<file path="config.mk">
export PLATFORM = sky130hd
export DESIGN_NAME = cfe_sequencer
export DESIGN_NICKNAME = d
export VERILOG_FILES = /design/src/pkg/cfe_pkg.sv /design/src/pkg/cfe_timer_if.sv /design/src/hw/cfe_sync2.sv /design/src/hw/cfe_timer.sv /design/src/hw/cfe_sequencer.sv
export SDC_FILE = /design/constraint.sdc
export NUM_CORES = 1
export LEC_CHECK = 0
export ABC_CLOCK_PERIOD_IN_PS = 4000
export BUFFER_PORTS_ARGS = -buffer_cell sky130_fd_sc_hd__clkbuf_2
export CAP_MARGIN = 40
export CORE_ASPECT_RATIO = 1.2
export CORE_MARGIN = 3
export CORE_UTILIZATION = 60
export DETAILED_ROUTE_END_ITERATION = 7
export PLACE_DENSITY_LB_ADDON = 0.1
export SLEW_MARGIN = 20
export SYNTH_ARGS = -nofsm -noshare
export SYNTH_HDL_FRONTEND = slang
export SYNTH_SLANG_ARGS = --single-unit
</file>
<file path="constraint.sdc">
create_clock -name ref_clk -period 4 [get_ports ref_clk]
set_clock_uncertainty 0.1 [all_clocks]
set_input_delay 0.2 -clock ref_clk [delete_from_list [all_inputs] [get_ports ref_clk]]
set_output_delay 0.2 -clock ref_clk [all_outputs]
set_load 0.05 [all_outputs]
</file>
<file path="src/pkg/cfe_pkg.sv">
// Constants, register map and state type of the converter control sequencer.
// Assumes a single 125 MHz clock; all times are converted to cycles here.
package cfe_pkg;

  ////////////////////////////////////////////////////////////////////////////
  // Clock rate and delays
  localparam int unsigned CLK_MHZ = 125;        // Reference clock in MHz
  localparam int unsigned UV_FILTER_US = 1000;  // Under-voltage filter time
  localparam int unsigned HICCUP_US = 16000;    // Hiccup restart delay
  localparam int unsigned UV_ARM_US = 1500;     // Arming delay after ramp
  localparam int unsigned PG_DELAY_US = 1000;   // Power-good release delay
  localparam int unsigned UV_FILTER_CYC = UV_FILTER_US * CLK_MHZ;
  localparam int unsigned HICCUP_CYC = HICCUP_US * CLK_MHZ;
  localparam int unsigned UV_ARM_CYC = UV_ARM_US * CLK_MHZ;
  localparam int unsigned PG_DELAY_CYC = PG_DELAY_US * CLK_MHZ;
  localparam int unsigned TIMER_W = 24;         // Delay counter width

  ////////////////////////////////////////////////////////////////////////////
  // Register offsets and reset values
  localparam logic [7:0] OPERATION_OFS = 8'h01;
  localparam logic [7:0] GATE_CFG_OFS = 8'h02;
  localparam logic [7:0] STATUS_OFS = 8'h78;    // Sticky fault flags
  localparam logic [7:0] LIVE_OFS = 8'h79;      // Live sequencer state
  localparam logic [7:0] WARN_OFS = 8'h7a;      // Sticky warning flags
  localparam logic [7:0] OPERATION_RST = 8'h00;
  localparam logic [7:0] GATE_CFG_RST = 8'h16;
  localparam int unsigned ON_BIT = 7;           // On/off bit of operation

  ////////////////////////////////////////////////////////////////////////////
  // Gate configuration codes
  localparam logic [7:0] CFG_PIN = 8'h16;       // Pin alone
  localparam logic [7:0] CFG_CMD = 8'h1a;       // Command bit alone
  localparam logic [7:0] CFG_BOTH = 8'h1e;      // Pin and command bit
  localparam logic [7:0] CFG_OFF = 8'h12;       // Forced off
  localparam logic [3:0] CFG_ON_HI = 4'h0;      // Upper nibble of forced on

  ////////////////////////////////////////////////////////////////////////////
  // Fault flag positions in the status register
  localparam int unsigned F_UV = 0;
  localparam int unsigned F_OV = 1;
  localparam int unsigned F_OC = 2;
  localparam int unsigned F_OT = 3;
  localparam int unsigned F_LOCK = 4;
  localparam int unsigned F_N = 5;

  ////////////////////////////////////////////////////////////////////////////
  // Delay timer indices
  localparam int unsigned T_HICCUP = 0;
  localparam int unsigned T_ARM = 1;
  localparam int unsigned T_UVF = 2;
  localparam int unsigned T_PG = 3;
  localparam int unsigned T_N = 4;

  // Sequencer states
  typedef enum logic [1:0] {
    ST_OFF, ST_SOFTSTART, ST_RUN, ST_HICCUP
  } cfe_state_e;

endpackage

</file>
<file path="src/pkg/cfe_timer_if.sv">
// Hold-off timer link between the sequencer and one delay counter.
// The controller drives a restart level and a load value.
`timescale 1ns/100ps
interface cfe_timer_if #(
  parameter int unsigned W = 24
);
  logic start;          // Reload the count while high
  logic [W-1:0] load;   // Cycles to count once start falls
  logic expired;        // Count reached zero

  // Sequencer side
  modport ctrl (output start, output load, input expired);
  // Counter side
  modport tmr (input start, input load, output expired);
endinterface

</file>
<file path="src/hw/cfe_sync2.sv">
// Two-stage synchroniser for a vector of asynchronous inputs.
// Assumes each bit is an independent level; no bus coherency is kept.
`timescale 1ns/100ps
module cfe_sync2 #(
  parameter int unsigned W = 8
) (
  // Clock and reset
  input wire logic ref_clk,
  input wire logic rst_n,
  // Data
  input wire logic [W-1:0] async_in,
  output logic [W-1:0] sync_out
);
  // Both stages; the first is read only by the second
  typedef struct packed {
    logic [W-1:0] meta;
    logic [W-1:0] stable;
  } cfe_sync_s;

  cfe_sync_s q, d;

  // Shift one stage per edge
  always_comb begin
    d.meta = async_in;
    d.stable = q.meta;
  end

  // State register
  always_ff @(posedge ref_clk or negedge rst_n) begin
    if (!rst_n) begin
      q <= '0;
    end else begin
      q <= d;
    end
  end

  assign sync_out = q.stable;
endmodule // cfe_sync2

</file>
<file path="src/hw/cfe_timer.sv">
// Hold-off delay counter: expires once start has stayed low long enough.
// Assumes the controller holds start high whenever the delay must restart.
`timescale 1ns/100ps
module cfe_timer #(
  parameter int unsigned W = 24
) (
  // Clock and reset
  input wire logic ref_clk,
  input wire logic rst_n,
  // Controller link
  cfe_timer_if.tmr t
);
  // Remaining count
  typedef struct packed {
    logic [W-1:0] cnt;
  } cfe_tmr_s;

  cfe_tmr_s q, d;

  // Reload while start is high, else count down and hold at zero
  always_comb begin
    d = q;
    if (t.start) begin
      d.cnt = t.load;
    end else if (q.cnt != '0) begin
      d.cnt = q.cnt - W'(1);
    end
  end

  // State register; all ones so nothing looks expired after reset
  always_ff @(posedge ref_clk or negedge rst_n) begin
    if (!rst_n) begin
      q <= '1;
    end else begin
      q <= d;
    end
  end

  assign t.expired = (q.cnt == '0);
endmodule // cfe_timer

</file>
<file path="src/hw/cfe_sequencer.sv">
// Enable gating, fault protection and status pins of a buck converter.
// Assumes analog comparators and a bus command decoder sit outside; all
// comparator and pin inputs are asynchronous and are synchronised here.
//
// Summary of operation
// Overcurrent beyond limit counts as a short
// Short: shut down, wait, restart, repeat forever
// Recover by itself once the short goes
// Power-good held low until soft start
// Power-good released after threshold plus delay
// Any fault latches power-good low until restart
// Alert pin pulled low while any warning stored
// Clear-faults resets all stored warning and fault flags
// Feedback under 70% for 1 ms turns off
// Under-voltage shutdown waits 16 ms hiccup delay
// Under-voltage watched only 1.5 ms after ramp
// Feedback over 120% turns on sinking mode
// Sinking down to under-voltage restarts after hiccup
// No start while over-voltage persists
// Enable pin high enables, low disables
// Configuration code selects pin, bit, both, off, on
// Over-temperature shuts down, restarts when cooled
// Delays are counters; alert released when flags clear
`timescale 1ns/100ps
module cfe_sequencer #(
  parameter int unsigned WARN_N = 4,
  parameter int unsigned TIMER_W = cfe_pkg::TIMER_W,
  parameter int unsigned UV_FILTER_CYC = cfe_pkg::UV_FILTER_CYC,
  parameter int unsigned HICCUP_CYC = cfe_pkg::HICCUP_CYC,
  parameter int unsigned UV_ARM_CYC = cfe_pkg::UV_ARM_CYC,
  parameter int unsigned PG_DELAY_CYC = cfe_pkg::PG_DELAY_CYC
) (
  // Clock and reset
  input wire logic ref_clk,
  input wire logic rst_n,
  // Enable pin and analog comparator levels, asynchronous
  input wire logic on_off_pin,
  input wire logic output_undervoltage_in,
  input wire logic output_overvoltage_in,
  input wire logic short_circuit_in,
  input wire logic overtemperature_in,
  input wire logic input_low_lockout_in,
  input wire logic soft_start_done_in,
  input wire logic fb_threshold_in,
  input wire logic [WARN_N-1:0] warn_in,
  // Power stage control
  output logic power_stage_en,
  output logic soft_start_run,
  output logic sink_mode_en,
  // Register port
  input wire logic reg_wr,
  input wire logic [7:0] reg_addr,
  input wire logic [7:0] reg_wdata,
  output logic [7:0] reg_rdata,
  input wire logic clear_faults,
  // Open-drain power-good pin
  output logic output_ok_flag_o,
  output logic output_ok_flag_oe_n,
  // Open-drain alert pin
  output logic alert_n_o,
  output logic alert_n_oe_n
);

  ////////////////////////////////////////////////////////////////////////////
  // Elaboration checks
  localparam longint unsigned TMAX = (64'd1 << TIMER_W) - 64'd1;
  if (WARN_N < 1 || WARN_N > 8) begin : g_bad_warn
    $error("WARN_N must be 1 to 8");
  end
  if (HICCUP_CYC > TMAX || UV_FILTER_CYC > TMAX || UV_ARM_CYC > TMAX ||
      PG_DELAY_CYC > TMAX) begin : g_bad_timer
    $error("Delay count does not fit the timer width");
  end
  if (HICCUP_CYC < 1 || UV_FILTER_CYC < 1 || UV_ARM_CYC < 1 ||
      PG_DELAY_CYC < 1) begin : g_bad_zero
    $error("Delay counts must be at least one cycle");
  end

  ////////////////////////////////////////////////////////////////////////////
  // Output gating decode by configuration code
  function automatic logic cfe_gate(input logic [7:0] cfg,
                                    input logic cmd_on,
                                    input logic pin_on);
    logic on;
    on = 1'b0;
    if (cfg[7:4] == cfe_pkg::CFG_ON_HI) begin
      on = 1'b1;                          // Forced on
    end else if (cfg == cfe_pkg::CFG_PIN) begin
      on = pin_on;                        // Pin alone
    end else if (cfg == cfe_pkg::CFG_CMD) begin
      on = cmd_on;                        // Command bit alone
    end else if (cfg == cfe_pkg::CFG_BOTH) begin
      on = pin_on && cmd_on;              // Both must be on
    end else begin
      on = 1'b0;                          // Forced off and unknown codes
    end
    return on;
  endfunction

  ////////////////////////////////////////////////////////////////////////////
  // Input synchronisers
  localparam int unsigned IN_N = 8;
  logic [IN_N+WARN_N-1:0] raw_in;   // Asynchronous levels
  logic [IN_N+WARN_N-1:0] syn_in;   // Synchronised levels
  logic pin_s;                      // Enable pin
  logic uv_s;                       // Feedback below 70%
  logic ov_s;                       // Feedback above 120%
  logic sc_s;                       // Current beyond limit
  logic ot_s;                       // Over-temperature
  logic lock_s;                     // Input lockout
  logic ssd_s;                      // Ramp complete
  logic thr_s;                      // Feedback reached good threshold
  logic [WARN_N-1:0] warn_s;        // Bus warnings

  assign raw_in = {warn_in, fb_threshold_in, soft_start_done_in,
                   input_low_lockout_in, overtemperature_in,
                   short_circuit_in, output_overvoltage_in,
                   output_undervoltage_in, on_off_pin};

  cfe_sync2 #(.W(IN_N + WARN_N)) u_sync (
    .ref_clk(ref_clk),
    .rst_n(rst_n),
    .async_in(raw_in),
    .sync_out(syn_in)
  );

  assign pin_s = syn_in[0];
  assign uv_s = syn_in[1];
  assign ov_s = syn_in[2];
  assign sc_s = syn_in[3];
  assign ot_s = syn_in[4];
  assign lock_s = syn_in[5];
  assign ssd_s = syn_in[6];
  assign thr_s = syn_in[7];
  assign warn_s = syn_in[IN_N +: WARN_N];

  ////////////////////////////////////////////////////////////////////////////
  // Whole state of the sequencer
  typedef struct packed {
    cfe_pkg::cfe_state_e state;          // Sequencer state
    logic [7:0] op;                      // Operation register
    logic [7:0] cfg;                     // Gate configuration register
    logic [cfe_pkg::F_N-1:0] faults;     // Sticky fault flags
    logic [WARN_N-1:0] warns;            // Sticky warning flags
    logic armed;                         // Under-voltage watch armed
    logic pg_good;                       // Threshold plus delay seen
    logic pg_block;                      // Power-good latched low
    logic pwr_en;                        // Power stage enabled
    logic ss_run;                        // Ramp in progress
    logic sink;                          // Sinking mode
    logic pg_drive;                      // Pulling power-good low
    logic alert_drive;                   // Pulling alert low
    logic [7:0] rdata;                   // Read data
  } cfe_ctl_s;

  cfe_ctl_s q, d;

  ////////////////////////////////////////////////////////////////////////////
  // Delay timers
  cfe_timer_if #(.W(TIMER_W)) tmr_if [cfe_pkg::T_N] ();
  localparam logic [TIMER_W-1:0] LOADS [cfe_pkg::T_N] = '{
    TIMER_W'(HICCUP_CYC), TIMER_W'(UV_ARM_CYC),
    TIMER_W'(UV_FILTER_CYC), TIMER_W'(PG_DELAY_CYC)
  };

  // One counter per delay
  for (genvar g = 0; g < cfe_pkg::T_N; g++) begin : g_tmr
    assign tmr_if[g].load = LOADS[g];
    cfe_timer #(.W(TIMER_W)) u_tmr (
      .ref_clk(ref_clk),
      .rst_n(rst_n),
      .t(tmr_if[g])
    );
  end

  logic hic_done;   // Hiccup wait over
  logic arm_done;   // Arming delay over
  logic uvf_done;   // Under-voltage held long enough
  logic pg_done;    // Power-good delay over

  // Shutdown wait restarts on every entry to hiccup
  assign tmr_if[cfe_pkg::T_HICCUP].start = (q.state != cfe_pkg::ST_HICCUP);
  // Arming counts only while running after the ramp
  assign tmr_if[cfe_pkg::T_ARM].start = (q.state != cfe_pkg::ST_RUN);
  // Filter restarts whenever the low feedback goes away
  assign tmr_if[cfe_pkg::T_UVF].start =
    !(uv_s && q.armed && q.state == cfe_pkg::ST_RUN);
  // Release delay runs only once the threshold is reached
  assign tmr_if[cfe_pkg::T_PG].start =
    !(thr_s && (q.state == cfe_pkg::ST_SOFTSTART ||
                q.state == cfe_pkg::ST_RUN));

  assign hic_done = tmr_if[cfe_pkg::T_HICCUP].expired;
  assign arm_done = tmr_if[cfe_pkg::T_ARM].expired;
  assign uvf_done = tmr_if[cfe_pkg::T_UVF].expired;
  assign pg_done = tmr_if[cfe_pkg::T_PG].expired;

  ////////////////////////////////////////////////////////////////////////////
  // Next-state logic
  logic run_ok;                          // Output wanted and allowed
  logic [cfe_pkg::F_N-1:0] fault_set;    // Faults seen this cycle

  always_comb begin
    d = q;
    fault_set = '0;
    // Gating request, blocked by heat and input lockout
    run_ok = cfe_gate(q.cfg, q.op[cfe_pkg::ON_BIT], pin_s) &&
             !ot_s && !lock_s;
    // Level faults are recorded whatever the state
    if (ot_s) begin
      fault_set[cfe_pkg::F_OT] = 1'b1;
    end
    if (lock_s) begin
      fault_set[cfe_pkg::F_LOCK] = 1'b1;
    end
    if (ov_s) begin
      fault_set[cfe_pkg::F_OV] = 1'b1;
    end

    // Sequencer
    case (q.state)
      cfe_pkg::ST_OFF: begin
        // Start only once over-voltage has gone
        if (run_ok && !ov_s) begin
          d.state = cfe_pkg::ST_SOFTSTART;
        end
      end
      cfe_pkg::ST_SOFTSTART: begin
        if (!run_ok) begin
          d.state = cfe_pkg::ST_OFF;
        end else if (sc_s) begin
          fault_set[cfe_pkg::F_OC] = 1'b1;       // Short
          d.state = cfe_pkg::ST_HICCUP;
        end else if (ssd_s) begin
          d.state = cfe_pkg::ST_RUN;
        end
      end
      cfe_pkg::ST_RUN: begin
        if (!run_ok) begin
          d.state = cfe_pkg::ST_OFF;
        end else if (sc_s) begin
          fault_set[cfe_pkg::F_OC] = 1'b1;       // Short
          d.state = cfe_pkg::ST_HICCUP;
        end else if (uvf_done) begin
          fault_set[cfe_pkg::F_UV] = 1'b1;
          d.state = cfe_pkg::ST_HICCUP;
        end else if (ov_s && uv_s) begin
          fault_set[cfe_pkg::F_UV] = 1'b1;
          d.state = cfe_pkg::ST_HICCUP;
        end
      end
      cfe_pkg::ST_HICCUP: begin
        // Retry forever, never latch off
        if (hic_done) begin
          if (!run_ok) begin
            d.state = cfe_pkg::ST_OFF;
          end else if (!ov_s) begin
            d.state = cfe_pkg::ST_SOFTSTART;
          end
        end
      end
      default: begin
        d.state = cfe_pkg::ST_OFF;
      end
    endcase

    // Under-voltage watch armed after the delay, dropped off run
    d.armed = (q.state == cfe_pkg::ST_RUN) && (q.armed || arm_done);

    // Power-good tracking
    if (q.state != cfe_pkg::ST_SOFTSTART &&
        d.state == cfe_pkg::ST_SOFTSTART) begin
      d.pg_block = 1'b0;                         // New ramp unlatches
      d.pg_good = 1'b0;
    end else if (d.state == cfe_pkg::ST_OFF ||
                 d.state == cfe_pkg::ST_HICCUP) begin
      d.pg_good = 1'b0;
    end else if (pg_done) begin
      d.pg_good = 1'b1;
    end
    if (fault_set != '0) begin
      d.pg_block = 1'b1;                         // Latch low on fault
    end

    // Sticky flags; a new event wins over the clear
    d.faults = (q.faults & ~{cfe_pkg::F_N{clear_faults}}) | fault_set;
    d.warns = (q.warns & ~{WARN_N{clear_faults}}) | warn_s;

    // Operation and configuration writes
    if (reg_wr) begin
      if (reg_addr == cfe_pkg::OPERATION_OFS) begin
        d.op = reg_wdata;
      end else if (reg_addr == cfe_pkg::GATE_CFG_OFS) begin
        d.cfg = reg_wdata;
      end
    end

    // Read data, registered; unmapped offsets read zero
    if (reg_addr == cfe_pkg::OPERATION_OFS) begin
      d.rdata = q.op;
    end else if (reg_addr == cfe_pkg::GATE_CFG_OFS) begin
      d.rdata = q.cfg;
    end else if (reg_addr == cfe_pkg::STATUS_OFS) begin
      d.rdata = {3'h0, q.faults};
    end else if (reg_addr == cfe_pkg::LIVE_OFS) begin
      d.rdata = {1'h0, q.alert_drive, q.sink, q.armed,
                 !q.pg_drive, q.pwr_en, 2'(q.state)};
    end else if (reg_addr == cfe_pkg::WARN_OFS) begin
      d.rdata = 8'(q.warns);
    end else begin
      d.rdata = 8'h00;
    end

    // Registered outputs
    d.pwr_en = (d.state == cfe_pkg::ST_SOFTSTART) ||
               (d.state == cfe_pkg::ST_RUN);
    d.ss_run = (d.state == cfe_pkg::ST_SOFTSTART);
    d.sink = ov_s && d.pwr_en;                    // Pull output down
    d.pg_drive = !(d.pg_good && !d.pg_block);
    // Alert held until every stored flag is cleared
    d.alert_drive = (d.faults != '0) || (d.warns != '0);
  end

  ////////////////////////////////////////////////////////////////////////////
  // State register; power-good pulled low from reset
  always_ff @(posedge ref_clk or negedge rst_n) begin
    if (!rst_n) begin
      q <= '0;
      q.state <= cfe_pkg::ST_OFF;
      q.op <= cfe_pkg::OPERATION_RST;
      q.cfg <= cfe_pkg::GATE_CFG_RST;
      q.pg_block <= 1'b1;
      q.pg_drive <= 1'b1;
    end else begin
      q <= d;
    end
  end

  ////////////////////////////////////////////////////////////////////////////
  // Outputs
  assign power_stage_en = q.pwr_en;
  assign soft_start_run = q.ss_run;
  assign sink_mode_en = q.sink;
  assign reg_rdata = q.rdata;
  // Open-drain pins: drive zero, enable low while pulling
  assign output_ok_flag_o = 1'b0;
  assign output_ok_flag_oe_n = !q.pg_drive;
  assign alert_n_o = 1'b0;
  assign alert_n_oe_n = !q.alert_drive;

endmodule // cfe_sequencer

</file>
Yosys cells after proc, flatten, opt, wreduce, memory -nomap -nowiden
Cells that the tools add are included.
{"block": "totals", "register_bits": 163, "latchBits": 0, "ramBits": 0, "mem_bits_ro": 0, "input_bits": 32, "wordCells": 138, "memories": 0}
{"block": "classes", "n_addsub": 4, "n_mul": 0, "div_mod_pow": 0, "order_cmp": 0, "n_eq_ne": 19, "shift": 0, "muxes": 45, "bitwise_logic": 7, "reduce_logical": 43}
{"op": "24-bit 2-to-1 mux", "n": 8}
{"op": "24-bit logical NOT", "n": 4}
{"op": "24-bit nonzero test", "n": 4}
{"op": "24-bit by 1-bit subtractor with 24-bit output (second input constant)", "n": 4}
{"op": "8-bit by 5-bit == test with 1-bit output (second input constant)", "n": 3}
{"op": "8-bit by 7-bit == test with 1-bit output (second input constant)", "n": 3}
{"op": "2-bit 2-to-1 mux", "n": 11}
{"op": "1-bit 2-to-1 mux", "n": 20}
{"op": "8-bit 2-to-1 mux", "n": 2}
{"op": "7-bit 2-to-1 mux", "n": 2}
{"op": "1-bit logical AND", "n": 12}
{"op": "5-bit nonzero test", "n": 2}
{"op": "2-bit == test (second input constant)", "n": 4}
{"op": "8-bit by 1-bit == test with 1-bit output (second input constant)", "n": 1}
{"op": "8-bit by 2-bit == test with 1-bit output (second input constant)", "n": 1}
{"op": "2-bit case mux with 4 select lines", "n": 1}
{"op": "1-bit logical NOT", "n": 7}
{"op": "2-bit by 1-bit inequality test with 1-bit output (second input constant)", "n": 3}
{"op": "5-bit AND", "n": 1}
{"op": "1-bit logical OR", "n": 5}
{"op": "5-bit NOT", "n": 1}
{"op": "5-bit bitwise OR", "n": 1}
{"op": "4-bit AND", "n": 1}
{"op": "2-bit by 1-bit == test with 1-bit output (second input constant)", "n": 2}
{"op": "12 further kinds", "n": 15}

Depth between registers and ports, before layout
Gate-level depths: netlist of the first run.
{"block": "depth", "word_depth": 17, "mapped_depth": 12}

Modules after synthesis
Synthesis of the first run repeated with hierarchy kept, for this count alone.
{"block": "unflattened", "hier_cells": 849, "area_unflattened_um2": 8834.7}
{"mod": "cfe_timer (g_tmr[0].u_tmr ...)", "n_inst": 2, "cells_per_inst": 164, "area_each_um2": 1536.5, "seq_area_each_um2": 630.6}
{"mod": "cfe_timer (g_tmr[2].u_tmr ...)", "n_inst": 2, "cells_per_inst": 147, "area_each_um2": 1481.4, "seq_area_each_um2": 630.6}
{"mod": "cfe_sequencer", "n_inst": 1, "cells_per_inst": 203, "area_each_um2": 2198.4, "seq_area_each_um2": 1082.3}
{"mod": "cfe_sync2", "n_inst": 1, "cells_per_inst": 24, "area_each_um2": 600.6, "seq_area_each_um2": 600.6}

Worst setup path after synthesis of the first run
OpenSTA, ideal clock, no wires.
{"block": "synth_path", "path_type": "reg2reg", "from": "register g_tmr[0].u_tmr.q[0] (netlist bit)", "to": "register q[9] (netlist bit)", "setup_ns": 0.102, "arrival_time_ns": 2.914, "required_time_ns": 3.798, "setup_slack_ns": 0.884, "stages_incl_launch_ff": 13, "path_buffers": 1, "period_less_slack_ns": 3.116, "path_cell_list": "dfstp_2 -> inv_1 -> ha_1 -> nor3b_2 -> nand4_1 -> or2_2 -> clkbuf_1 -> o211ai_1 -> a32o_1 -> ha_1 -> nand2b_1 -> a2111oi_0 -> nand3_1"}
{"element": "start, declared", "line_no": "cfe_timer.sv:18", "rtl": "cfe_tmr_s q, d;"}
{"element": "start signal, assigned", "line_no": "cfe_timer.sv:33", "rtl": "q <= '1;"}
{"element": "start signal, assigned", "line_no": "cfe_timer.sv:35", "rtl": "q <= d;"}
{"element": "end, declared", "line_no": "cfe_sequencer.sv:156", "rtl": "cfe_ctl_s q, d;"}

==> impl_metrics.csv, run 1 <==
group,metric,value,unit
yosys,synthDistinctLibCells,75,
sta,setup_viol,0,
placement,hpwl,11400,um
global_routing,grt_pass1_wl,28800,um
sta,setup_slack,0.408,ns
die,dieHeight,133,um
clock_network,cts_buffer_depth,2,
sta,period_minus_slack,3.59,ns
finish,syn_to_final_growth,14.7,%
drt,ant_nets,0,
setup_path,crit_slowest_cell,"a2111oi_0",
yosys,yosysSeqAreaShare,51.8,%
drt,dr.pass1.iters,6,
sta,tns,0,ns
drt,drt_drc_violations_left,0,
clock_network,cts_root_buffer,"clkbuf_16",
setup_path,required,4.23,ns
sta,hold-worst-slack,0.0553,ns
global_routing,grt_max_degree,96,
placement,post-place-ws,0.678,ns
die,die_area,15000,um^2
placement,gp_congestion,0.840,
pwr,p_leak,0.00360,uW
setup_path,crit_chain,"nor4_1 -> nand3_1 -> or2_2 -> o211ai_1 -> a32o_1 -> ha_1 -> nand2b_1 -> a2111oi_0 -> nand3_1",
sta,finalCritPeriodShare,89.8,%
clock_network,worstSkewPairLatency,0.43,ns
global_routing,grt_pass1_vias,6028,
yosys,syn-mean-instance-area,10.6,um^2
placement,placed_cells,945,
drt,vias,6168,
die,fp-row-count,45,
setup_path,crit_arrival,3.82,ns
die,coreArea,12900,um^2
yosys,synth-edff-count,0,
clock_network,htreeDepth,4,
sta,drv_slew,0,
setup_path,worstSetupPathType,"reg -> reg",
status,status,"completed",
job,drv_cap,0,
finish,diodes,0,
finish,final_cell_area,9310,um^2
setup_path,end_kind,"register",
clock_network,clkTransAtPathRegs,0.06,ns
placement,dpl_cell_area,8450,um^2
clock_network,clock_sinks,163,
sta,max_slew.worst_pin.slew,0.806,ns
finish,layout-drive-gt1-share,26.9,%
sta,max_freq,278,MHz
sta,hold_viol_final,0,
die,start_util,62.7,%
yosys,ys_warn_count,0,
drt,post_drt_wl_per_cell,17.2,um
pwr,power_density,514,nW/um^2
min_path,min_path_type,"in -> reg",
sta,rsz0062_at_grt,"no",
finish,nNetsFinal,865,
yosys,ys.flop_type,"dfstp_2",
setup_path,critPathMaxFanout,12,
clock_network,cts_tree,"done",
placement,port_buffers,44,
drt,via_per_inst,6.16,
global_routing,grt_usage,23.7,%
finish,instances_no_fill,1001,
yosys,ys_ff_latch,163,
setup_path,cpPeakStageDelay,0.64,ns
die,dieWidth,112,um
yosys,synth_area,8120,um^2
setup_path,cp-start-kind,"register",
clock_network,cts_resized,0,
global_routing,overflow,0,
setup_path,cp_common_cell,"nand3_1",
global_routing,grt_antenna_before_repair,0,
yosys,synthArstFlopShare,100,%
yosys,synthCells,765,
drt,wl,17200,um
sta,max_slew_margin,45.6,%
finish,fillerInstances,937,
clock_network,numCtsBuffers,17,
die,pin_count,47,
drt,drt_iter0_markers,424,
pwr,vdd_drop_max,0.345,mV
-- flip-flops by register name (all words and copies together), names as in the netlist --
signal           count
soft_start_run       1
sink_mode_en         1
reg_rdata            8
g_tmr.u_tmr.q       96
u_sync.d            12
q                   32
u_sync.sync_out     12
power_stage_en       1
-- placed cells by master (no fill, tap or decap), types with 10 or more instances in the layout --
cell	instances
xnor2_1	26
nor3_1	17
dlygate4sd3_1	22
dfstp_2	101
mux2_2	19
nand3_1	17
nor2_1	46
nor4_1	28
nand2b_1	15
nand2_1	57
nor2b_1	12
or4_1	19
clkbuf_16	17
xor2_1	16
o31ai_1	11
o211ai_1	16
a31oi_1	11
mux2i_1	15
clkbuf_2	44
o21ai_0	28
and2_1	19
dfrtp_1	62
inv_1	24
a21oi_1	23
or3_1	17
nand4_1	10
-- what timing repair did --
item / 4_1_cts / 5_1_grt
setup endpoints to repair: 0 / 0
hold buffers: 22 / 0
hold endpoints to repair: 70 / 0
buffers inserted: 0 / 0
-- through the flow --
step | power, uW | utilization [%]
2_1_floorplan | 2750 | -
3_3_place_gp | 3030 | 65.2
3_5_place_dp | 3090 | 65.2
4_1_cts | 4800 | 71.7
5_1_grt | 5030 | 71.9
6_report | 4790 | 71.9
-- worst max-delay path: cells and delay by family, from the launching register on --
| kind | cells | cell delay, ns |
|---|---|---|
| fa+ha+maj | 1 | 0.17 |
| flops | 1 | 0.39 |
| compound gates | 3 | 1.15 |
| simple gates | 5 | 1.68 |
-- synth_stat cells (all sizes together), types with 3 or more instances --
cell type	instances	area (um^2)
nand4b	6	52.6
clkbuf	22	82.6
nand3	17	85.1
and4	4	35.0
o31ai	11	82.6
nand4	13	109
o41ai	6	52.6
dfstp	101	2650
a31oi	11	68.8
or2	7	43.8
xnor2	26	228
mux2	19	214
inv	24	90.1
nor4	29	188
nor3b	5	58.8
and2	20	125
nand2	57	214
a21oi	23	115
and3	6	37.5
o2111ai	3	26.3
a21o	4	30.0
a31o	4	35.0
or3	17	106
o211ai	16	120
xor2	16	140
buf	16	106
nor2	46	173
nor2b	12	75.1
or4	19	143
nand2b	15	93.8
o21ai	31	155
o211a	3	30.0
dfrtp	62	1550
mux2i	15	150
nand3b	4	30.0
a22oi	4	30.0
ha	9	113
o21a	3	22.5
a2111oi	6	52.6
a21boi	5	37.5
nor3	19	111
nor4b	4	41.3
-- layout make-up --
cell class | count | area, um^2 | area share, %
sequential | 163 | 4210 | 45.2
timing repair buffer | 77 | 559 | 6.01
multi-input combinational | 540 | 3640 | 39.1
clock buffer | 20 | 457 | 4.90
tap | 164 | 205 | 2.20
clock inverter | 12 | 155 | 1.67
inverter | 25 | 93.8 | 1.01
-- routing by layer --
| layer | GRT usage, % | wire [um] | vias up |
|---|---|---|---|
| li1 | - | - | 2927 |
| met4 | 8.88 | 355 | 0 |
| met3 | 5.32 | 857 | 33 |
| met2 | 38.1 | 8430 | 189 |
| met5 | 0 | 0 | - |
| met1 | 31.6 | 7570 | 3019 |
-- worst paths after layout --
path | startpoint | end | slack (ns) | depth (start not counted)
hold reg to reg | u_sync.d[4] | u_sync.sync_out[4] | 0.25 | 0
max in group asynchronous | rst_n | g_tmr[2].u_tmr.q[20] | 3.03 | 3
min in group asynchronous | rst_n | q[24] | 0.11 | 2
hold / removal | reg_addr[0] | reg_rdata[4] | 0.06 | 2
setup reg to reg | g_tmr[0].u_tmr.q[5] | q[9] | 0.41 | 9
setup / recovery | g_tmr[0].u_tmr.q[5] | q[9] | 0.41 | 9
-- power by group --
part	internal [uW]	leakage, uW	switching, uW
combinational	443	0.00149	676
clock	1010	0.000285	660
sequential	1840	0.00182	151
total	3300	0.00360	1490
-- cells by family after synthesis --
kind of cell | after synthesis | synth area share (%)
adder cells (fa/ha/maj) | 9 | 1.39
multiplexers | 34 | 4.48
flip-flops | 163 | 51.8
XOR/XNOR | 42 | 4.53
buffers and inverters | 63 | 3.48
other | 1 | 0.0462
AND/OR/NAND/NOR | 304 | 21.7
AO/OA/AOI/OAI | 149 | 12.6
Power figures use the tool's default switching activity.
==> inputs of run 2 (changes only) <==
--- a/config.mk
+++ b/config.mk
@@ -5,7 +5,8 @@
 export SDC_FILE = /design/constraint.sdc
 export NUM_CORES = 1
 export LEC_CHECK = 0
-export ABC_CLOCK_PERIOD_IN_PS = 4000
+export ABC_AREA = 1
+export ABC_CLOCK_PERIOD_IN_PS = 3800
 export BUFFER_PORTS_ARGS = -buffer_cell sky130_fd_sc_hd__clkbuf_2
 export CAP_MARGIN = 40
 export CORE_ASPECT_RATIO = 1.2
@@ -13,7 +14,6 @@
 export CORE_UTILIZATION = 60
 export DETAILED_ROUTE_END_ITERATION = 7
 export PLACE_DENSITY_LB_ADDON = 0.1
-export SLEW_MARGIN = 20
 export SYNTH_ARGS = -nofsm -noshare
 export SYNTH_HDL_FRONTEND = slang
 export SYNTH_SLANG_ARGS = --single-unit
==> constraint.sdc (replaced) <==
create_clock -name ref_clk -period 3.8 [get_ports ref_clk]
set_clock_uncertainty 0.1 [all_clocks]
set_input_delay 0.19 -clock ref_clk [delete_from_list [all_inputs] [get_ports ref_clk]]
set_output_delay 0.19 -clock ref_clk [all_outputs]
set_load 0.05 [all_outputs]
==> impl_metrics.csv, run 2 <==
group,metric,value,unit
status,status,"completed",
drt,dr.pass1.iters,5,
drt,wl,17200,um
min_path,hold_start,"reg_wr",
die,coreArea,13500,um^2
finish,instances_no_fill,1280,
global_routing,grt_pass1_wl,29500,um
pwr,clockPowerShare,39.2,%
sta,tns,0,ns
sta,max_slew.worst_pin.slew,0.606,ns
yosys,synth_top_area_share,31.6,%
setup_path,critPathMaxFanout,15,
placement,placed_cells,1226,
setup_path,crit_arrival,2.91,ns
die,die_area,15400,um^2
finish,reg_top3,"g_tmr.u_tmr.q (96), q (32)",
placement,post-place-ws,1.14,ns
setup_path,required,4.04,ns
sta,max_freq,374,MHz
placement,port_buffers,44,
sta,period_minus_slack,2.68,ns
sta,rsz0062_at_grt,"no",
pwr,p_leak,0.00426,uW
sta,max_slew_margin,59.5,%
pwr,power_switching,1190,uW
pwr,combinationalPowerShare,14.1,%
clock_network,holdBufCountCts,22,
setup_path,crit_slowest_cell,"dfrtp_1",
min_path,worstHoldPathCells,3,
finish,final_cell_mix,"205 x nand2_1, 176 x nor2_1, 136 x inv_1",
sta,setup_viol,0,
sta,hold_viol_final,0,
clock_network,clock_sinks,163,
drt,drt_iter0_markers,370,
pwr,power_density,429,nW/um^2
yosys,yosysTopAreaCell,"dfstp_2",
global_routing,grt_pass1_vias,6491,
setup_path,worstSetupPathType,"reg -> reg",
setup_path,reg2reg_slack,1.12,ns
yosys,synthCells,1030,
clock_network,numCtsBuffers,17,
placement,gp_congestion,0.966,
clock_network,worstSkewPairLatency,0.42,ns
clock_network,cts_tree,"done",
setup_path,cpPeakStageDelay,0.41,ns
yosys,synth-edff-count,0,
pwr,vdd_drop_max,0.370,mV
die,fp-row-count,46,
die,pin_count,47,
drt,vias,6708,
setup_path,reg2reg_depth,17,
clock_network,cts_resized,0,
finish,layout-drive-gt1-share,20.3,%
min_path,min_path_type,"in -> reg",
yosys,synth.area.top_cells,"dfstp_2 32%, dfrtp_1 18%, nand2_1 9.2%",
yosys,yosysSeqAreaShare,50.1,%
setup_path,cp_common_cell,"nand2_1",
sta,drv_slew,0,
global_routing,grt_usage,23.8,%
setup_path,rr_endpoint,"q[9]",
yosys,synth_common_cells,"205 x nand2_1, 176 x nor2_1, 136 x inv_1, 101 x dfstp_2, 62 x dfrtp_1",
global_routing,overflow,0,
finish,post-route-util,70.8,%
pwr,power.internal,2910,uW
setup_path,timing.rr.start,"q[41]",
die,start_util,62.3,%
sta,setup_slack,1.12,ns
clock_network,cts_buffer_depth,2,
yosys,ys_ff_latch,163,
job,drv_cap,0,
global_routing,grt_antenna_before_repair,0,
yosys,synthArstFlopShare,100,%
clock_network,post-cts-setup-buffers,0,
sta,hold-worst-slack,0.0898,ns
yosys,yosysMostFrequentCell,"nand2_1",
drt,drt_drc_violations_left,0,
setup_path,end_kind,"register",
clock_network,clkTransAtPathRegs,0.07,ns
yosys,ys.flop_type,"dfstp_2",
yosys,synthDistinctLibCells,46,
min_path,min_to,"q[39]",
finish,nNetsFinal,1140,
finish,layout_commonest_cell,"nand2_1",
drt,via_per_inst,5.24,
finish,diodes,0,
finish,syn_to_final_growth,13.7,%
drt,ant_nets,0,
yosys,synth_area,8390,um^2
pwr,power_frac_seq,46.7,%
die,dieWidth,114,um
yosys,ys_warn_count,0,
finish,top_register,"g_tmr.u_tmr.q",
sta,finalCritPeriodShare,70.4,%
setup_path,cp-start-kind,"register",
setup_path,crit_chain,"inv_1 -> ha_1 -> buf_4 -> inv_1 -> nor2_1 -> nand2_1 -> nand2_1 -> inv_1 -> nand2_1 -> nand2_1 -> nand2_1 -> ha_1 -> nand2_1 -> a211oi_1 -> nand3_1 -> inv_1 -> nand3_1",
global_routing,grt_max_degree,84,
drt,post_drt_wl_per_cell,13.5,um
placement,hpwl,12400,um
die,dieHeight,136,um
yosys,syn-mean-instance-area,8.14,um^2
pwr,swShare,29.0,%
finish,largest_reg_flops,96,
clock_network,cts_root_buffer,"clkbuf_16",
clock_network,htreeDepth,4,
run 2: cell count changes after synthesis, moves of 17 or more:
cell     previous run  this run
nand2_1            57       205
nor2_1             46       176
inv_1              24       136
nand3_1            17        50
nor3_1             17        43
nor4_1             28         3
o21ai_0            28        49
mux2_2             19         0
or4_1              19         0
and2_1             19         1
or3_1              17         0
run 2: layer usage:
| layer | track usage (%) | wire length, um |
|---|---|---|
| met3 | 4.02 | 565 |
| met2 | 39.7 | 8700 |
| met4 | 8.84 | 346 |
| met5 | 0 | 0 |
| met1 | 31.2 | 7630 |
run 2: power by group through the flow:
stage               Clock (uW)  Combinational [uW]  Sequential (uW)
global route              1720                 653             1920
global placement             0                 550             1940
floorplan                    0                 350             1970
finish                    1600                 578             1910
CTS                       1640                 581             1910
detailed placement           0                 559             1940
run 2: worst max-delay path by stage:
stage / slack [ns] / end / from
6_report: 1.12 / q[9] / q[41]
5_1_grt: 0.84 / q[9] / q[41]
4_1_cts: 1.14 / q[9] / q[41]
3_5_place_dp: 1.14 / q[9] / q[41]
3_3_place_gp: 1.19 / q[9] / q[41]
2_1_floorplan: 1.48 / q[9] / g_tmr[2].u_tmr.q[0]
run 2: area by class of cell:
cell class / instances / area, um^2
Tap cell: 168 / 210
Fill cell: 1093 / 3930
Multi-Input combinational cell: 705 / 3520
Timing Repair Buffer: 71 / 517
Sequential cell: 163 / 4210
Inverter: 141 / 529
Clock buffer: 19 / 443
Clock inverter: 13 / 118
run 2: through the flow:
step	cell area (um^2)	power [uW]
final	9540	4090
after global routing	9540	4300
after CTS	9540	4130
after detailed placement	8760	2500
after global placement	8730	2490
after floorplan	8390	2320
run 2: cells by family after synthesis:
group / Yosys count / synth area share [%]
other: 1 / 0.0447
adders and majority gates: 9 / 1.34
xor gates and xnor gates: 42 / 4.39
DFF: 163 / 50.1
buffers and inverters: 163 / 7.97
and+or+nand+nor: 542 / 29.0
AOI/OAI and AO/OA: 110 / 7.12
run 2: critical path: cells and delay by family (launching register included):
kind	cells	cell delay, ns
AND/OR/NAND/NOR	9	0.79
buffers and inverters	5	0.75
flip-flops	1	0.41
adder cells (fa/ha/maj)	2	0.35
AO/OA/AOI/OAI	1	0.19
